File: config.mk
export PLATFORM = sky130hd
export DESIGN_NAME = bbos_top
export DESIGN_NICKNAME = d
export VERILOG_FILES = /design/src/shared/bbos_pkg.sv /design/src/rtl/bbos_map.sv /design/src/rtl/bbos_top.sv
export SDC_FILE = /design/constraint.sdc
export NUM_CORES = 1
export LEC_CHECK = 0
export BUFFER_PORTS_ARGS = -buffer_cell sky130_fd_sc_hd__buf_2
export CAP_MARGIN = 20
export CORE_MARGIN = 2
export CORE_UTILIZATION = 47
export DETAILED_ROUTE_END_ITERATION = 8
export PLACE_DENSITY = 0.82
export SYNTH_ARGS = -nofsm -noshare
export SYNTH_HDL_FRONTEND = slang
export SYNTH_SLANG_ARGS = --single-unit
File: constraint.sdc
create_clock -name clk -period 4.6 [get_ports clk]
set_clock_uncertainty 0.2 [all_clocks]
set_input_delay 1.38 -clock clk [delete_from_list [all_inputs] [get_ports clk]]
set_output_delay 1.38 -clock clk [all_outputs]
set_load 0.02 [all_outputs]
File: src/shared/bbos_pkg.sv
// Contract
// The main code block is 64 kB, organised as 512 sectors of 128 bytes.
// A second block holds the programming routines and can overlay the lowest 8 kB.
// Fetches from 0000h to 1FFFh go to the boot block only when both mapping bits are 0.
// Clearing the bank-select bit exposes the boot routines only while soft-reset is clear.
// After power-on the boot code runs, then hands over to user code after about 400 ms.
// The hand-over is a software reset, which leaves the soft-reset bit set.
// Software must not clear bank-select while it runs from 0000h to 1FFFh.
// Once the oscillator runs, the reset sequence weakly pulls all port pins high.
// A system reset while running leaves data RAM unchanged; the code drops ram_preserve on an external reset.
// The reset pin must stay high until the oscillator runs plus two machine cycles.
// Unused register bits read undefined, reset to zero and must not be written with ones.
// Power-on or external reset forces the two mapping bits to 00.
// Writing soft-reset from 0 to 1 resets the program counter to 0 and sets the bits to 10.
// Watchdog and brown-out resets clear bank-select and keep soft-reset.
// A change of a mapping bit applies from the next instruction fetch onward.
package bbos_pkg;

    localparam int          MAIN_BYTES       = 65536;
    localparam int          SECTOR_BYTES     = 128;
    localparam int          SECTOR_COUNT     = 512;
    localparam int          BOOT_BYTES       = 8192;
    localparam int          RAM_BYTES        = 1024;
    localparam logic [15:0] BOOT_TOP_ADDR    = 16'h1FFF;
    localparam logic [15:0] RESET_VECTOR     = 16'h0000;
    localparam logic [1:0]  MAP_AFTER_POR    = 2'h0;
    localparam logic [1:0]  MAP_AFTER_SWRST  = 2'h2;
    localparam int          MAP_SOFT_POS     = 1;
    localparam int          MAP_BANK_POS     = 0;
    localparam logic [7:0]  CFG_USED_MASK    = 8'h03;
    localparam int          CLK_MHZ          = 200;
    localparam int          CLKS_PER_MCYCLE  = 12;
    localparam int          POR_EXTRA_MCYC   = 2;
    localparam int          POR_EXTRA_CLKS   = POR_EXTRA_MCYC * CLKS_PER_MCYCLE;
    localparam int          AUTOBAUD_MS      = 400;
    localparam longint      AUTOBAUD_CLKS    = longint'(AUTOBAUD_MS) * 1000 * CLK_MHZ;

    typedef enum {
        BBOS_ST_HOLD,
        BBOS_ST_SETTLE,
        BBOS_ST_BOOT,
        BBOS_ST_RUN
    } bbos_state_type;

    typedef struct packed {
        logic        valid;
        logic        first;
        logic [15:0] addr;
    } bbos_fetch_type;

    typedef struct packed {
        logic        valid;
        logic        boot_sel;
        logic [15:0] addr;
    } bbos_route_type;

endpackage

File: src/rtl/bbos_map.sv
`timescale 1ns/100ps
module bbos_map (
    input  wire logic                    clk,
    input  wire logic                    rst_n,
    input  wire logic [1:0]              map_bits,
    input  wire bbos_pkg::bbos_fetch_type fetch,
    output bbos_pkg::bbos_route_type      route
);
    logic [1:0] insn_map;
    logic [1:0] use_map;
    logic       boot_sel;

    // latch mapping at instruction start only
    always_ff @(posedge clk) begin
        if (!rst_n) begin
            insn_map <= bbos_pkg::MAP_AFTER_POR;
        end else if (fetch.valid && fetch.first) begin
            insn_map <= map_bits;
        end
    end

    assign use_map  = (fetch.valid && fetch.first) ? map_bits : insn_map;
    assign boot_sel = (use_map == 2'h0) && (fetch.addr <= bbos_pkg::BOOT_TOP_ADDR);

    always_ff @(posedge clk) begin
        if (!rst_n) begin
            route <= '0;
        end else begin
            route.valid    <= fetch.valid;
            route.boot_sel <= fetch.valid && boot_sel;
            route.addr     <= fetch.addr;
        end
    end
endmodule

File: src/rtl/bbos_top.sv
`timescale 1ns/100ps
module bbos_top #(
    parameter longint AUTOBAUD_CLKS = bbos_pkg::AUTOBAUD_CLKS,
    parameter int     SECTORS       = bbos_pkg::SECTOR_COUNT
) (
    input  wire logic                     clk,
    input  wire logic                     rst_n,
    input  wire logic                     rst_pin,
    input  wire logic                     osc_ready,
    input  wire logic                     wdt_reset,
    input  wire logic                     bod_reset,
    input  wire logic                     cfg_we,
    input  wire logic [7:0]               cfg_wdata,
    input  wire logic                     autobaud_ok,
    input  wire logic                     emulation_flag,
    input  wire bbos_pkg::bbos_fetch_type fetch,
    output bbos_pkg::bbos_route_type      route,
    output logic [7:0]                    flash_config_reg,
    output logic                          core_reset,
    output logic                          pc_reload,
    output logic                          ram_preserve,
    output logic                          port_pullup,
    output logic                          in_system_programming_mode,
    output logic [8:0]                    sector_index
);
    // ------------------------------------------------------------
    // pin synchronisers
    // ------------------------------------------------------------
    logic [1:0] rst_sync;
    logic [1:0] osc_sync;
    logic       ext_rst;
    logic       osc_ok;

    always_ff @(posedge clk) begin
        if (!rst_n) begin
            rst_sync <= 2'h3;
            osc_sync <= 2'h0;
        end else begin
            rst_sync <= {rst_sync[0], rst_pin};
            osc_sync <= {osc_sync[0], osc_ready};
        end
    end
    assign ext_rst = rst_sync[1];
    assign osc_ok  = osc_sync[1];

    // ------------------------------------------------------------
    // power-on sequence
    // ------------------------------------------------------------
    bbos_pkg::bbos_state_type state;
    logic [7:0]  settle_cnt;
    logic [39:0] boot_cnt;
    logic        sw_reset;
    logic        handover;

    assign sw_reset = cfg_we && cfg_wdata[bbos_pkg::MAP_SOFT_POS]
                      && !flash_config_reg[bbos_pkg::MAP_SOFT_POS];
    assign handover = (state == bbos_pkg::BBOS_ST_BOOT) && !autobaud_ok && !emulation_flag
                      && (boot_cnt >= 40'(AUTOBAUD_CLKS - 1));

    always_ff @(posedge clk) begin
        if (!rst_n || ext_rst) begin
            state      <= bbos_pkg::BBOS_ST_HOLD;
            settle_cnt <= 8'h00;
            boot_cnt   <= 40'h0;
        end else begin
            case (state)
                bbos_pkg::BBOS_ST_HOLD: begin
                    if (osc_ok) begin
                        state <= bbos_pkg::BBOS_ST_SETTLE;
                    end
                end
                bbos_pkg::BBOS_ST_SETTLE: begin
                    settle_cnt <= settle_cnt + 8'h01;
                    if (settle_cnt >= 8'(bbos_pkg::POR_EXTRA_CLKS - 1)) begin
                        state <= bbos_pkg::BBOS_ST_BOOT;
                    end
                end
                bbos_pkg::BBOS_ST_BOOT: begin
                    if (autobaud_ok || sw_reset || handover) begin
                        state <= bbos_pkg::BBOS_ST_RUN;
                    end else begin
                        boot_cnt <= boot_cnt + 40'h1;
                    end
                end
                bbos_pkg::BBOS_ST_RUN: begin
                    state <= bbos_pkg::BBOS_ST_RUN;
                end
                default: begin
                    state <= bbos_pkg::BBOS_ST_HOLD;
                end
            endcase
        end
    end

    always_ff @(posedge clk) begin
        if (!rst_n || ext_rst) begin
            in_system_programming_mode <= 1'b0;
        end else if (state == bbos_pkg::BBOS_ST_BOOT && autobaud_ok) begin
            in_system_programming_mode <= 1'b1;
        end
    end

    // ------------------------------------------------------------
    // mapping bits
    // ------------------------------------------------------------
    logic [1:0] map_bits;
    logic       hw_reset;

    assign hw_reset = !rst_n || ext_rst || (state != bbos_pkg::BBOS_ST_BOOT
                      && state != bbos_pkg::BBOS_ST_RUN);

    always_ff @(posedge clk) begin
        if (hw_reset) begin
            map_bits <= bbos_pkg::MAP_AFTER_POR;
        end else if (sw_reset || handover) begin
            map_bits <= bbos_pkg::MAP_AFTER_SWRST;
        end else if (wdt_reset || bod_reset) begin
            map_bits[bbos_pkg::MAP_BANK_POS] <= 1'b0;
        end else if (cfg_we) begin
            map_bits <= cfg_wdata[1:0] & bbos_pkg::CFG_USED_MASK[1:0];
        end
    end

    // unused bits read zero
    assign flash_config_reg = {6'h00, map_bits};

    // ------------------------------------------------------------
    // core reset, pins, ram
    // ------------------------------------------------------------
    always_ff @(posedge clk) begin
        if (!rst_n) begin
            core_reset   <= 1'b1;
            pc_reload    <= 1'b0;
            port_pullup  <= 1'b0;
            ram_preserve <= 1'b0;
        end else begin
            core_reset   <= hw_reset || sw_reset || handover || wdt_reset || bod_reset;
            pc_reload    <= sw_reset || handover || wdt_reset || bod_reset;
            port_pullup  <= osc_ok && (state != bbos_pkg::BBOS_ST_RUN
                            && state != bbos_pkg::BBOS_ST_BOOT);
            ram_preserve <= (state == bbos_pkg::BBOS_ST_RUN
                            || state == bbos_pkg::BBOS_ST_BOOT) && !ext_rst;
        end
    end

    // ------------------------------------------------------------
    // fetch routing
    // ------------------------------------------------------------
    bbos_map u_map (
        .clk      (clk),
        .rst_n    (rst_n),
        .map_bits (map_bits),
        .fetch    (fetch),
        .route    (route)
    );

    // 128-byte sectors of main block
    always_ff @(posedge clk) begin
        if (!rst_n) begin
            sector_index <= 9'h000;
        end else begin
            sector_index <= 9'(fetch.addr >> $clog2(bbos_pkg::MAIN_BYTES / SECTORS));
        end
    end
endmodule

==> qor.yml <==
power_and_ir_drop:
  power.density_cell_area_nw_per_um2: 324
  ir_drop_mv: 0.175
  p_leak_uw: 0.00151
clock_network:
  clk-insertion-delay-late_ns: 0.34
  cts_hold_repair.buffers: 0
  cts_tree: "built"
  clk_pin_slew_ns: 0.08
  clk_root_buffer_cell: "clkbuf_8"
  clock_path_buffers: 2
  ctsResizeCount: 0
  clock_tree.htree_level_count: 3
  cts_setup_buffers: 0
  tritoncts.num_buffers: 9
  clock_sinks: 81
final_layout:
  n_antenna_cell: 0
  mostFrequentLayoutCells: "dfxtp_1 (81), buf_2 (62), nand2_1 (35), a21oi_1 (33), and2_1 (25)"
  final_nets: 507
  area.sequential_um2: 1620
  final_layout_size_suffix_gt1_frac: 0.190
  area_growth_syn_to_layout_pct: 14.0
  num-fill-cells: 677
  layout.cells.most_common: "dfxtp_1"
  combined_area_of_the_multi_input_logic_cells_um2: 1810
setup_path:
  crit_path_end_kind: "flop"
  worst-endpoint-arrival_ns: 3.48
  cp.required_ns: 4.66
  worst_setup_path_start_kind: "input pin"
  timing.critical_path.fanout_max: 46
  critPathKind: "in -> reg"
sta:
  achievable-frequency_ghz: 0.293
  finalHoldViolations: 0
  layout_worst_path_cycle_share: 0.742
  setup_total_negative_slack_ns: 0
  fin_crit_ns: 3.41
  least_margin_pin_slew_ns: 0.873
  final-max-slew-violation-count: 0
  max-slew-margin-rel: 0.417
  whs_ns: 0.213
  setup_repair_after_global_routing_missed_its_margin: "no"
  setup_violators_final: 0
logic_synthesis:
  number_of_synthesized_flops_with_an_enable_pin: 0
  synth_sequential_area_ratio: 0.446
  number_of_synthesized_register_bits: 81
  avgSynthCellArea_um2: 8.60
  dominantRegCellSynth: "dfxtp_1"
  syn-instance-count: 423
  async_set_reset_flop_share_out_of_synthesis: 0
  synthesis.area_um2: 3640
  ys.warnings.count: 0
  synthDistinctLibCells: 46
route:
  route.detailed.vias_per_inst: 5.54
  detailedRoute.firstPassIterationCount: 4
  vias: 3193
  ant_nets: 0
  drc_markers: 0
  drt_first_iter_violations: 134
  avgRoutedWirePerCell_um: 13.5
  route.final.wire_length_mm: 7.77
place:
  place.port_buffers: 62
  place_congestion: 0.868
  detailedPlacementHpwl_mm: 5.38
status:
  run_status: "finished clean"
global_route:
  pin_count_of_the_biggest_net_entering_global_routing: 47
  grt_usage: 0.189
  grt_first_pass_wirelength_mm: 13.1
  grt-ovfl-total: 0
  vias_in_the_first_global_route: 3003
  grt_antenna_before_repair: 0
die:
  die_area_um2: 8460
  floorplan.die.width_um: 92.0
  dieHeight_um: 92.0
  floorplan.rows: 32
  core_area_um2: 7610
  start_util: 0.478
  boundaryPins: 75
min_path:
  holdCritPathClass: "reg -> reg"
job:
  max_cap_viol_count: 0
==> cells in the mapped netlist (2+ instances only) <==
master     n  area share
nor4_1     7       0.012
or4_1     19       0.039
a22oi_1    2      0.0041
nand2_1   35       0.036
and3_1     6       0.010
inv_1      6      0.0062
buf_4     15       0.031
o211ai_1   7       0.014
nor2b_1    2      0.0034
clkbuf_1  16       0.017
mux2i_1    7       0.019
a21boi_0   4      0.0083
nand3_1   20       0.028
and2_1    25       0.043
ha_1       2      0.0069
nand2b_1   6       0.010
a21o_1     2      0.0041
nor2_1    21       0.022
and4_1     3      0.0072
o21ai_0   23       0.032
a21oi_1   33       0.045
nor3_1     9       0.012
buf_2      4      0.0055
o31ai_1   13       0.027
dfxtp_1   81        0.45
or3_1     19       0.033
nand4_1   13       0.022
xor2_1     5       0.012
==> critical path, cell delays in order <==
cell and delay (ns):
buf_2 0.12, or3b_2 0.45, nor4_1 0.39, a22oi_2 0.12, buf_4 0.29, or4_1 0.57
a21oi_1 0.15
==> stage by stage <==
step,instance area (um2),utilization,setup WS [ns],power (uW),instances
2_1_floorplan,3650,-,1.20,778,428
3_3_place_gp,3930,0.517,0.977,797,561
3_5_place_dp,3930,0.517,0.869,799,561
4_1_cts,4150,0.545,1.20,1360,576
5_1_grt,4150,0.545,1.10,1390,576
6_report,4150,0.545,1.19,1340,576
==> where the power goes <==
part           switching, uW  internal, uW
combinational           42.6          25.2
clock                    255           305
sequential              3.30           711
total                    301          1040
==> cell type report <==
| cell class | count | area share |
|---|---|---|
| clock buffers | 9 | 0.0299 |
| multi-input cells | 305 | 0.437 |
| well taps | 102 | 0.0308 |
| clock inverters | 6 | 0.0220 |
| repair buffers | 67 | 0.0839 |
| inverters | 6 | 0.00543 |
| flip-flops and latches | 81 | 0.391 |
==> path summary, 6_finish.rpt <==
| path | slack (ns) | cells past startpoint | startpoint | to |
|---|---|---|---|---|
| max | 1.19 | 7 | autobaud_ok | boot_cnt[29]$_SDFFE_PP0P_ |
| min | 0.21 | 1 | rst_sync[0]$_SDFF_PN1_ | rst_sync[1]$_SDFF_PN1_ |
| max reg2reg | 1.75 | 7 | boot_cnt[33]$_SDFFE_PP0P_ | boot_cnt[29]$_SDFFE_PP0P_ |
| min reg2reg | 0.21 | 1 | rst_sync[0]$_SDFF_PN1_ | rst_sync[1]$_SDFF_PN1_ |
==> layer usage <==
layer  global-route usage  share of wire
met3               0.0296          0.029
met1                0.221           0.43
met2                0.331           0.53
met4               0.0995          0.015
met5                    0              0
==> state kept, by name, summed over array words and instances, names as in the netlist, 2 cells and up <==
signal	flops
state	2
settle_cnt	8
map_bits	2
u_map.insn_map	2
rst_sync	2
boot_cnt	40
u_map.route	18
osc_sync	2
==> cell families (layout without fill, tap and decap cells) <==
kind of cell / after synthesis / count (layout) / share of synthesized area
AOI/OAI and AO/OA: 88 / 88 / 0.144
DFF: 81 / 81 / 0.446
xor gates and xnor gates: 6 / 6 / 0.0145
and+or+nand+nor: 196 / 196 / 0.306
other: 1 / 6 / 0.00103
adders and majority gates: 2 / 2 / 0.00688
buffers and inverters: 42 / 88 / 0.0623
muxes: 7 / 7 / 0.0193
Note: power is estimated with default switching activity, not from simulation.
